## config.mk

```make
export PLATFORM = sky130hd
export DESIGN_NAME = mre_exec
export DESIGN_NICKNAME = d
export VERILOG_FILES = /design/src/verilog/mre_pkg.sv /design/src/verilog/mre_exec.sv
export SDC_FILE = /design/constraint.sdc
export NUM_CORES = 1
export LEC_CHECK = 0
export BUFFER_PORTS_ARGS = -buffer_cell sky130_fd_sc_hd__buf_2
export CORE_ASPECT_RATIO = 1.4
export CORE_MARGIN = 2
export CORE_UTILIZATION = 59
export CTS_CLUSTER_SIZE = 40
export DETAILED_ROUTE_END_ITERATION = 10
export PLACE_DENSITY = 0.79
export SYNTH_ARGS = -nofsm -noshare
export SYNTH_HDL_FRONTEND = slang
export SYNTH_SLANG_ARGS = --single-unit
```

## constraint.sdc

```tcl
create_clock -name clk -period 6 [get_ports clk]
set_input_delay 0.3 -clock clk [delete_from_list [all_inputs] [get_ports clk]]
set_output_delay 0.3 -clock clk [all_outputs]
set_load 0.01 [all_outputs]
```

## src/verilog/mre_pkg.sv

```systemverilog
// Package for the move/return instruction executor: encodings, register map,
// field positions and reset values. Assumes a 14-bit instruction word.
// What this block does
// RL1: Literal load sets bank select, flags untouched
// RL2: Seven-bit literal loads pc high latch
// RL3: Eight-bit literal loads working register, one cycle
// RL4: Working register stored to file, one cycle
// RL5: Indirect store through either of two pointers
// RL6: Mode codes: preinc, predec, postinc, postdec
// RL7: Signed offset -32..31 added, pointer kept
// RL8: Pointer ends plus one, minus one, unchanged
// RL9: Sixteen-bit pointer wraps at both ends
// RL10: Pointer update and store leave flags alone
// RL11: Option load copies working register
// RL12: Software reset acts as hardware reset, flags cause
// RL13: Irq return pops stack, sets enable, two cycles
// RL14: Subroutine return pops stack, two cycles
// RL15: No-operation changes nothing but program counter
package mre_pkg;
  localparam int IW = 14;
  // Instruction encodings and their match masks
  localparam logic [13:0] OP_IDLE = 14'h0000;
  localparam logic [13:0] OP_RESET = 14'h0001;
  localparam logic [13:0] OP_RETURN = 14'h0008;
  localparam logic [13:0] OP_RETIRQ = 14'h0009;
  localparam logic [13:0] OP_OPTION = 14'h0062;
  localparam logic [13:0] OP_ST_IND = 14'h0018;
  localparam logic [13:0] MSK_ST_IND = 14'h3FF8;
  localparam logic [13:0] OP_ST_FILE = 14'h0080;
  localparam logic [13:0] MSK_ST_FILE = 14'h3F80;
  localparam logic [13:0] OP_LD_BANK = 14'h0020;
  localparam logic [13:0] MSK_LD_BANK = 14'h3FE0;
  localparam logic [13:0] OP_LD_PAGE = 14'h3180;
  localparam logic [13:0] MSK_LD_PAGE = 14'h3F80;
  localparam logic [13:0] OP_LD_WORK = 14'h3000;
  localparam logic [13:0] MSK_LD_WORK = 14'h3F00;
  localparam logic [13:0] OP_ST_REL = 14'h3F80;
  localparam logic [13:0] MSK_ST_REL = 14'h3F80;
  // Operand field positions
  localparam int SEL_BIT_PLAIN = 2;
  localparam int SEL_BIT_REL = 6;
  // Pointer mode codes
  localparam logic [1:0] MODE_PREINC = 2'h0;
  localparam logic [1:0] MODE_PREDEC = 2'h1;
  localparam logic [1:0] MODE_POSTINC = 2'h2;
  localparam logic [1:0] MODE_POSTDEC = 2'h3;
  // Register port word indexes
  localparam logic [3:0] REG_WORKING = 4'h0;
  localparam logic [3:0] REG_BANK = 4'h1;
  localparam logic [3:0] REG_PCLATCH = 4'h2;
  localparam logic [3:0] REG_OPTION = 4'h3;
  localparam logic [3:0] REG_STATUS = 4'h4;
  localparam logic [3:0] REG_POWER = 4'h5;
  localparam logic [3:0] REG_IRQCTL = 4'h6;
  localparam logic [3:0] REG_PTR0_LO = 4'h7;
  localparam logic [3:0] REG_PTR0_HI = 4'h8;
  localparam logic [3:0] REG_PTR1_LO = 4'h9;
  localparam logic [3:0] REG_PTR1_HI = 4'hA;
  localparam logic [3:0] REG_PC_LO = 4'hB;
  localparam logic [3:0] REG_PC_HI = 4'hC;
  // Bit positions and reset values
  localparam int IRQ_EN_BIT = 7;
  localparam int RI_FLAG_N_BIT = 2;
  localparam logic [7:0] RST_OPTION = 8'hFF;
  localparam logic [7:0] RST_POWER = 8'h1C;
  localparam logic [7:0] RST_STATUS = 8'h18;
  localparam logic [14:0] RST_PC = 15'h0000;
  typedef enum logic [1:0] {
    ST_EXEC = 2'b01,
    ST_FLUSH = 2'b10
  } mre_state_e;
endpackage

```

## src/verilog/mre_exec.sv

```systemverilog
// Executes the move/load/return group of an 8-bit core, one word per cycle, two cycles for a return.
// Assumes program memory on clk presents words with instr_valid, honours
// instr_ready, and that the data memory and stack sit outside this block.
`timescale 1ns/100ps
`default_nettype none
module mre_exec
  import mre_pkg::*;
#(
  parameter int PTR_W = 16,
  parameter int BANK_W = 5
) (
  // Clock and reset
  input wire logic clk,
  input wire logic reset_n,
  // Instruction stream
  input wire logic instr_valid,
  input wire logic [13:0] instr_data,
  output logic instr_ready,
  output logic [14:0] pc_out,
  // Hardware stack
  input wire logic [14:0] stack_top,
  output logic stack_pop,
  // Data memory write port
  output logic mem_wr_en,
  output logic [15:0] mem_addr,
  output logic [7:0] mem_wdata,
  // Register port
  input wire logic [3:0] reg_addr,
  input wire logic [7:0] reg_wdata,
  input wire logic reg_wr,
  input wire logic reg_rd,
  output logic [7:0] reg_rdata,
  // Reset request to the rest of the device
  output logic soft_reset_pulse
);

  mre_state_e state_reg;
  logic [7:0] working_reg;
  logic [BANK_W-1:0] bank_select_reg;
  logic [6:0] pc_high_latch;
  logic [7:0] option_reg;
  logic [7:0] status_reg;
  logic [7:0] power_control_reg;
  logic [7:0] irq_control_reg;
  logic [PTR_W-1:0] indirect_pointer [2];
  logic [14:0] pc_reg;

  // Decode
  logic take;
  logic is_idle, is_reset, is_ret, is_retirq, is_option;
  logic is_st_ind, is_st_rel, is_st_file, is_ld_bank, is_ld_page, is_ld_work;
  logic sel;
  logic [1:0] pointer_mode_field;
  logic signed [5:0] rel_off;
  logic [PTR_W-1:0] ptr_cur, ptr_inc, ptr_dec, ptr_rel, ptr_next, eff_addr;
  logic sw_reset;

  assign instr_ready = (state_reg == ST_EXEC);
  assign take = instr_valid && instr_ready;
  assign is_idle = take && (instr_data == OP_IDLE);
  assign is_reset = take && (instr_data == OP_RESET);
  assign is_ret = take && (instr_data == OP_RETURN);
  assign is_retirq = take && (instr_data == OP_RETIRQ);
  assign is_option = take && (instr_data == OP_OPTION);
  assign is_st_ind = take && ((instr_data & MSK_ST_IND) == OP_ST_IND);
  assign is_st_rel = take && ((instr_data & MSK_ST_REL) == OP_ST_REL);
  assign is_st_file = take && ((instr_data & MSK_ST_FILE) == OP_ST_FILE);
  assign is_ld_bank = take && ((instr_data & MSK_LD_BANK) == OP_LD_BANK);
  assign is_ld_page = take && ((instr_data & MSK_LD_PAGE) == OP_LD_PAGE);
  assign is_ld_work = take && ((instr_data & MSK_LD_WORK) == OP_LD_WORK);
  assign sw_reset = is_reset;

  assign sel = is_st_rel ? instr_data[SEL_BIT_REL] : instr_data[SEL_BIT_PLAIN];
  assign pointer_mode_field = instr_data[1:0];
  assign rel_off = instr_data[5:0];
  assign ptr_cur = indirect_pointer[sel];
  // Plain modular arithmetic gives the wrap at both ends for free
  assign ptr_inc = ptr_cur + PTR_W'(1); // [RL9]
  assign ptr_dec = ptr_cur - PTR_W'(1); // [RL9]
  assign ptr_rel = ptr_cur + PTR_W'(signed'(rel_off)); // [RL7]

  // Effective address and pointer after the store
  always_comb begin
    eff_addr = ptr_cur;
    ptr_next = ptr_cur;
    if (is_st_rel) begin
      eff_addr = ptr_rel; // [RL7]
    end else begin
      case (pointer_mode_field) // [RL6]
        MODE_PREINC: begin
          eff_addr = ptr_inc;
          ptr_next = ptr_inc;
        end
        MODE_PREDEC: begin
          eff_addr = ptr_dec;
          ptr_next = ptr_dec;
        end
        MODE_POSTINC: begin
          eff_addr = ptr_cur;
          ptr_next = ptr_inc;
        end
        MODE_POSTDEC: begin
          eff_addr = ptr_cur;
          ptr_next = ptr_dec;
        end
        default: begin
          eff_addr = ptr_cur;
          ptr_next = ptr_cur;
        end
      endcase
    end
  end

  // Sequencer: returns hold off the next word for one cycle
  always_ff @(posedge clk or negedge reset_n) begin
    if (!reset_n) begin
      state_reg <= ST_EXEC;
    end else begin
      case (state_reg)
        ST_EXEC: begin
          if (is_ret || is_retirq) begin
            state_reg <= ST_FLUSH; // [RL13] [RL14]
          end
        end
        ST_FLUSH: begin
          state_reg <= ST_EXEC;
        end
        default: begin
          state_reg <= ST_EXEC;
        end
      endcase
    end
  end

  // Program counter; taken words advance it, returns reload it, software reset clears it
  always_ff @(posedge clk or negedge reset_n) begin
    if (!reset_n) begin
      pc_reg <= RST_PC;
    end else if (sw_reset) begin
      pc_reg <= RST_PC; // [RL12]
    end else if (is_ret || is_retirq) begin
      pc_reg <= stack_top; // [RL13] [RL14]
    end else if (take) begin
      pc_reg <= pc_reg + 15'h0001; // [RL15]
    end
  end

  always_ff @(posedge clk or negedge reset_n) begin
    if (!reset_n) begin
      stack_pop <= 1'b0;
      soft_reset_pulse <= 1'b0;
    end else begin
      stack_pop <= is_ret || is_retirq; // [RL13] [RL14]
      soft_reset_pulse <= sw_reset; // [RL12]
    end
  end

  // Working register: literal load beats a same-cycle software write
  always_ff @(posedge clk or negedge reset_n) begin
    if (!reset_n) begin
      working_reg <= 8'h00;
    end else if (sw_reset) begin
      working_reg <= 8'h00;
    end else if (is_ld_work) begin
      working_reg <= instr_data[7:0]; // [RL3]
    end else if (reg_wr && reg_addr == REG_WORKING) begin
      working_reg <= reg_wdata;
    end
  end

  always_ff @(posedge clk or negedge reset_n) begin
    if (!reset_n) begin
      bank_select_reg <= '0;
    end else if (sw_reset) begin
      bank_select_reg <= '0;
    end else if (is_ld_bank) begin
      bank_select_reg <= instr_data[BANK_W-1:0]; // [RL1]
    end else if (reg_wr && reg_addr == REG_BANK) begin
      bank_select_reg <= reg_wdata[BANK_W-1:0];
    end
  end

  always_ff @(posedge clk or negedge reset_n) begin
    if (!reset_n) begin
      pc_high_latch <= 7'h00;
    end else if (sw_reset) begin
      pc_high_latch <= 7'h00;
    end else if (is_ld_page) begin
      pc_high_latch <= instr_data[6:0]; // [RL2]
    end else if (reg_wr && reg_addr == REG_PCLATCH) begin
      pc_high_latch <= reg_wdata[6:0];
    end
  end

  always_ff @(posedge clk or negedge reset_n) begin
    if (!reset_n) begin
      option_reg <= RST_OPTION;
    end else if (sw_reset) begin
      option_reg <= RST_OPTION;
    end else if (is_option) begin
      option_reg <= working_reg; // [RL11]
    end else if (reg_wr && reg_addr == REG_OPTION) begin
      option_reg <= reg_wdata;
    end
  end

  // Status flags: only the software reset of this group touches them, loading RST_STATUS
  always_ff @(posedge clk or negedge reset_n) begin
    if (!reset_n) begin
      status_reg <= RST_STATUS;
    end else if (sw_reset) begin
      status_reg <= RST_STATUS;
    end else if (reg_wr && reg_addr == REG_STATUS) begin
      status_reg <= reg_wdata; // [RL10]
    end
  end

  // Power control survives the software reset so the cause stays readable
  always_ff @(posedge clk or negedge reset_n) begin
    if (!reset_n) begin
      power_control_reg <= RST_POWER;
    end else if (sw_reset) begin
      power_control_reg[RI_FLAG_N_BIT] <= 1'b0; // [RL12]
    end else if (reg_wr && reg_addr == REG_POWER) begin
      power_control_reg <= reg_wdata;
    end
  end

  always_ff @(posedge clk or negedge reset_n) begin
    if (!reset_n) begin
      irq_control_reg <= 8'h00;
    end else if (sw_reset) begin
      irq_control_reg <= 8'h00;
    end else if (is_retirq) begin
      irq_control_reg[IRQ_EN_BIT] <= 1'b1; // [RL13]
    end else if (reg_wr && reg_addr == REG_IRQCTL) begin
      irq_control_reg <= reg_wdata;
    end
  end

  // Indirect pointers; relative form leaves the pointer as it was
  always_ff @(posedge clk or negedge reset_n) begin
    if (!reset_n) begin
      indirect_pointer[0] <= '0;
      indirect_pointer[1] <= '0;
    end else if (sw_reset) begin
      indirect_pointer[0] <= '0;
      indirect_pointer[1] <= '0;
    end else if (is_st_ind) begin
      indirect_pointer[sel] <= ptr_next; // [RL8]
    end else if (reg_wr) begin
      case (reg_addr)
        REG_PTR0_LO: indirect_pointer[0][7:0] <= reg_wdata;
        REG_PTR0_HI: indirect_pointer[0][PTR_W-1:8] <= reg_wdata[PTR_W-9:0];
        REG_PTR1_LO: indirect_pointer[1][7:0] <= reg_wdata;
        REG_PTR1_HI: indirect_pointer[1][PTR_W-1:8] <= reg_wdata[PTR_W-9:0];
        default: begin
        end
      endcase
    end
  end

  // Data memory write, registered so the write lands after decode
  always_ff @(posedge clk or negedge reset_n) begin
    if (!reset_n) begin
      mem_wr_en <= 1'b0;
      mem_addr <= 16'h0000;
      mem_wdata <= 8'h00;
    end else begin
      mem_wr_en <= is_st_file || is_st_ind || is_st_rel; // [RL4] [RL5]
      mem_wdata <= working_reg; // [RL4] [RL5]
      if (is_st_file) begin
        mem_addr <= 16'({bank_select_reg, instr_data[6:0]}); // [RL4]
      end else if (is_st_ind || is_st_rel) begin
        mem_addr <= 16'(eff_addr); // [RL5]
      end
    end
  end

  // Register read, answered in the next cycle; unmapped reads zero
  always_ff @(posedge clk or negedge reset_n) begin
    if (!reset_n) begin
      reg_rdata <= 8'h00;
    end else if (reg_rd) begin
      case (reg_addr)
        REG_WORKING: reg_rdata <= working_reg;
        REG_BANK: reg_rdata <= 8'(bank_select_reg);
        REG_PCLATCH: reg_rdata <= {1'b0, pc_high_latch};
        REG_OPTION: reg_rdata <= option_reg;
        REG_STATUS: reg_rdata <= status_reg;
        REG_POWER: reg_rdata <= power_control_reg;
        REG_IRQCTL: reg_rdata <= irq_control_reg;
        REG_PTR0_LO: reg_rdata <= indirect_pointer[0][7:0];
        REG_PTR0_HI: reg_rdata <= 8'(indirect_pointer[0][PTR_W-1:8]);
        REG_PTR1_LO: reg_rdata <= indirect_pointer[1][7:0];
        REG_PTR1_HI: reg_rdata <= 8'(indirect_pointer[1][PTR_W-1:8]);
        REG_PC_LO: reg_rdata <= pc_reg[7:0];
        REG_PC_HI: reg_rdata <= {1'b0, pc_reg[14:8]};
        default: reg_rdata <= 8'h00;
      endcase
    end
  end

  assign pc_out = pc_reg;
endmodule
`default_nettype wire

```

* Yosys cells after proc, flatten, opt, wreduce, memory -nomap -nowiden *
Cells that the tools add are included.
W data, S select, Z words.

operators by class
  equality and inequality tests = 28
  reduce and logical (&&, ||, !) cells = 49
  $lt $le $gt $ge = 2
  mux-type cells = 46
  add/sub/neg operators = 4
  bitwise operators = 2

operator list
  cell                     count
  $mux W16                 8
  $mux W8                  14
  $pmux W8 S13             1
  $mux W32                 3
  $pmux W16 S3             1
  $mux W15                 3
  $reduce_bool A3 Y1       11
  $bwmux W32               1
  $pmux W16 S2             1
  $eq A14 B4 Y1 const B    2
  $mux W7                  4
  $eq A4 B4 Y1 const B     5
  $logic_and A1 B1 Y1      19
  $add A16 B1 Y16 const B  1
  $add A16 B16 Y16         1
  $demux W16 S1            1
  $eq A4 B3 Y1 const B     4
  $sub A16 B1 Y16 const B  1
  $add A15 B1 Y15 const B  1
  $mux W5                  3
  $eq A14 B1 Y1 const B    1
  $eq A14 B7 Y1 const B    1
  $eq A7 B7 Y1 const B     2
  $reduce_and A2 Y1        6
  21 further kinds         36

word-level totals
  register bits after elaboration = 136
  logic and storage cells = 152
  output and inout bits = 51

* Longest topological paths before layout *
  depth after elaboration = 14
  mapped depth = 20

* Least setup slack after synthesis *
OpenSTA, ideal clock, no wires.

  path kind = reg2reg
  from = reg state_reg[0]
  to = reg mem_addr[15]
  stages on the path, launching flop included = 19
  arrival time = 4.350 ns
  setup slack = 1.508 ns
  period minus slack after synthesis = 4.492 ns
  setup time = 0.142 ns
  path through = dfstp_2 nand3b_4 or4_4 buf_6 mux2i_4 buf_12 mux2i_1 clkinv_1 ha_1 a21o_1 a211oi_1 o21ai_0 a211oi_1 nor2b_1 o21ai_0 nand2b_1 a31o_2 xnor2_1 o221ai_1

between the ends
  word-level cells in the longest chain between the ends = 13

ends and longest elaborated chain
  element                                             line                            RTL
  start: declaration                                  mre_exec.sv:37                  mre_state_e state_reg;
  start signal: assignment                            mre_exec.sv:117                 state_reg <= ST_EXEC;
  start signal: assignment                            mre_exec.sv:122                 state_reg <= ST_FLUSH;
  start signal: assignment                            mre_exec.sv:126                 state_reg <= ST_EXEC;
  $eq A2 B1 Y1 (*)                                    mre_exec.sv:58                  assign instr_ready = (state_reg == ST_EXEC);
  $logic_and A1 B1 Y1 (*)                             mre_exec.sv:59                  assign take = instr_valid && instr_ready;
  $logic_and A1 B1 Y1                                 mre_exec.sv:66                  assign is_st_rel = take && ((instr_data & MSK_ST_REL) == OP_ST_REL);
  $mux W1                                             mre_exec.sv:73                  assign sel = is_st_rel ? instr_data[SEL_BIT_REL] : instr_data[SEL_BIT_PLAIN];
  $not A1 Y2 (implied by the code)                    mre_exec.sv:76                  assign ptr_cur = indirect_pointer[sel];
  $mux W16 (implied by the code) (3 in a row)         mre_exec.sv:76
  $sub A16 B1 Y16 or $add A16 B1 Y16 (tied branches)  mre_exec.sv:79, mre_exec.sv:78
  $pmux W16 S3                                        mre_exec.sv:89                  case (pointer_mode_field)
  $mux W16                                            mre_exec.sv:86                  if (is_st_rel) begin
  $mux W16                                            mre_exec.sv:274                 end else if (is_st_ind || is_st_rel) begin
  $mux W16                                            mre_exec.sv:272                 if (is_st_file) begin
  end signal: assignment                              mre_exec.sv:273                 mem_addr <= 16'({bank_select_reg, instr_data[6:0]});
  end signal: assignment                              mre_exec.sv:275                 mem_addr <= 16'(eff_addr);
  end: declaration                                    mre_exec.sv:25                  output logic [15:0] mem_addr,

Mark *: on every way between the ends. The rest lies on a longest branch, timed or not. The select of a mux whose other input is x is not followed.
A chain may end at the register's enable or synchronous reset.

* Worst setup path in the final report *
Ends and elaborated chain as after synthesis.

==> metrics.txt <==
global-route wire length before repair=47300 µm; CP startpoint kind=flip-flop; Min-Delay Path Class=in2reg; DRT met1 WL=10900 µm; beginning of the worst hold path=stack_top[4]; Final TNS setup=0 ps; Final #Nets=1181; Mapped Cells=1044; Worst-Margin Slew=1140 ps; initial antenna violation count=0; Min-Delay Path Depth=3; Synth top area share=34.3%; most frequent cells in the layout=nand2_1, dfrtp_1, o21ai_0; top cells by area, synth=dfrtp_1, mux2i_1, o21ai_0; mean cell area of the mapped netlist=8.51 µm²; PortBufs=96; fmax=186 MHz; reg-to-reg startpoint=state_reg[0]; CP dominant cell by count=o21ai_0; total track usage=39.0%; Slew Limit Fails=0; post-synth cell types=72; gp weighted congestion=1.05; crit path DAT=5660 ps; EDFF count, synth=0; Reg2Reg Setup Slack=630 ps; GR Overflow Total=0; clk_lat worst skew=440 ps; WL final=30500 µm; synthesis-to-layout area growth=13.4%; Top Layer Used=met4; Seq/Total Area, Yosys=38.5%; Max transition margin=23.3%; post-CTS setup buffer count=0; Via density=6.81; Synth Register Bits=136; worst setup path class=reg2reg; Post-Synthesis Cell Area=8890 µm²; Die Width=108 µm; Pwr per Cell Area=322 nW/µm²; cell taking the most area after synthesis=dfrtp_1; Wirelength per Cell=23.1 µm; CP required=6290 ps; final hold violation count=0; site row count=53; CORE AREA=14900 µm²; Final min period=5370 ps; antenna viol nets, final=0; Post-synth ARST share=100%; Syn Nets=1109; WHS Endpoint=pc_out[4]; die height=149 µm; Syn. warnings=0; io pins=97; share of cells above drive strength 1=16.6%; Critical Path End Type=flip-flop; final critical-path share of the clock period=89.4%; most flop-heavy register=indirect_pointer; Cell Chain, Critical Path=nand3b_4, or4_4, mux2i_4, buf_4, mux2i_2, inv_1, ha_1, a2111oi_0, o21ai_0, a211oi_1, nor2b_1, o21ai_0, nand2b_1, a31o_2, xnor2_1, o221ai_1; max incr delay on CP=760 ps; Antenna Cells=0; routed wl met3=2610 µm; Hold-fix buffers, CTS=1; vias in the first global route=8561; commonest non-fill, non-tap cell in the layout=nand2_1; Critical Path Fanout Max=27; RSZ-0062 raised after global routing=false; DRC Markers=0; Critical-path top delay cell=or4_4; VDD IR-drop max=0.000200 V; fin util=67.8%; setup violators final=0; Worst-path clk slew=60 ps; Die Area=16100 µm²; Max clock buf depth=2; Detailed Place HPWL=22100 µm; clock root buffer=clkbuf_16; outcome=completed; CTS tree=yes; Leakage=4.57 nW; max reg flops=32; CTS H-tree depth=4; MaxCap Viol Count=0; Clock Sinks=136; R2R Path End=mem_addr[15]; Clock Skew=8.64 ps; CTS Buf Count=17; number of gates resized after CTS=0; drt first pass iters=6; Starting Density=59.8%; largest net degree at the start of global routing=78; vias=8993; worst-case reg-to-reg path depth=16; met2 wire len=14300 µm; Most used DFF post-synth=dfrtp_1; number of DRC markers in iteration 0=1097
per-layer routing:
layer / vias to the layer above / global-route usage (%)
met1: 4219 / 46.1
met5: - / 0
li1: 3979 / -
met2: 622 / 62.4
met3: 173 / 7.34
met4: 0 / 29.2
layout make-up:
cell class | count | area [µm²]
Timing Repair Buffer | 108 | 579
Inverter | 33 | 124
Sequential cell | 136 | 3420
Multi-Input combinational cell | 820 | 5120
Clock inverter | 11 | 123
Clock buffer | 20 | 467
Tap cell | 192 | 240
Fill cell | 1287 | 4780
Yosys cell counts, types with 17 or more instances:
| cell type | instances |
|---|---|
| a31oi_1 | 24 |
| clkbuf_1 | 41 |
| xnor2_1 | 28 |
| a21oi_1 | 79 |
| inv_1 | 27 |
| a22oi_1 | 21 |
| o21ai_0 | 100 |
| nand3_1 | 33 |
| nand2_1 | 126 |
| nor2_1 | 97 |
| o22ai_1 | 17 |
| dfrtp_1 | 122 |
| nor3_1 | 29 |
| mux2i_1 | 57 |
| ha_1 | 18 |
per-stage QoR:
step	power [mW]	setup WS, ps	std cells	cell area [µm²]	hold WS (ps)
3_3_place_gp	2.14	874	1288	9480	311
3_5_place_dp	2.17	676	1288	9480	313
6_report	3.24	634	1320	10100	143
5_1_grt	3.38	163	1320	10100	174
4_1_cts	3.22	657	1320	10100	148
2_1_floorplan	1.82	1510	1044	8890	4.41
cell families after synthesis:
logic type / share of synthesized area, %
flip-flops: 38.5
AO/OA/AOI/OAI: 22.4
AND/OR/NAND/NOR: 19.7
XOR/XNOR: 3.55
multiplexers: 9.08
adder cells (fa/ha/maj): 2.76
buffers and inverters: 4.03
worst max-delay path by stage:
| stage | from | to | slack, ps | depth (start not counted) |
|---|---|---|---|---|
| after floorplan | state_reg[0] | mem_addr[15] | 1510 | 18 |
| after global placement | state_reg[0] | mem_addr[15] | 870 | 16 |
| after detailed placement | state_reg[0] | mem_addr[15] | 680 | 16 |
| after CTS | state_reg[0] | mem_addr[15] | 660 | 16 |
| after global routing | state_reg[0] | mem_addr[15] | 160 | 16 |
| final | state_reg[0] | mem_addr[15] | 630 | 16 |
worst max-delay path, delay by kind of cell, from the launching register on:
| kind | cells | cell delay [ps] |
|---|---|---|
| flops | 1 | 550 |
| xor+xnor | 1 | 160 |
| mux | 2 | 920 |
| buf+inv | 2 | 560 |
| simple gates | 4 | 1070 |
| fa+ha+maj | 1 | 250 |
| compound gates | 6 | 1690 |
report_power, final:
part	total, mW	switching, mW	internal, mW
Clock	1.06	0.417	0.641
Combinational	0.864	0.520	0.344
Sequential	1.32	0.206	1.11
Total	3.24	1.14	2.10
Power figures use the tool's default switching activity.
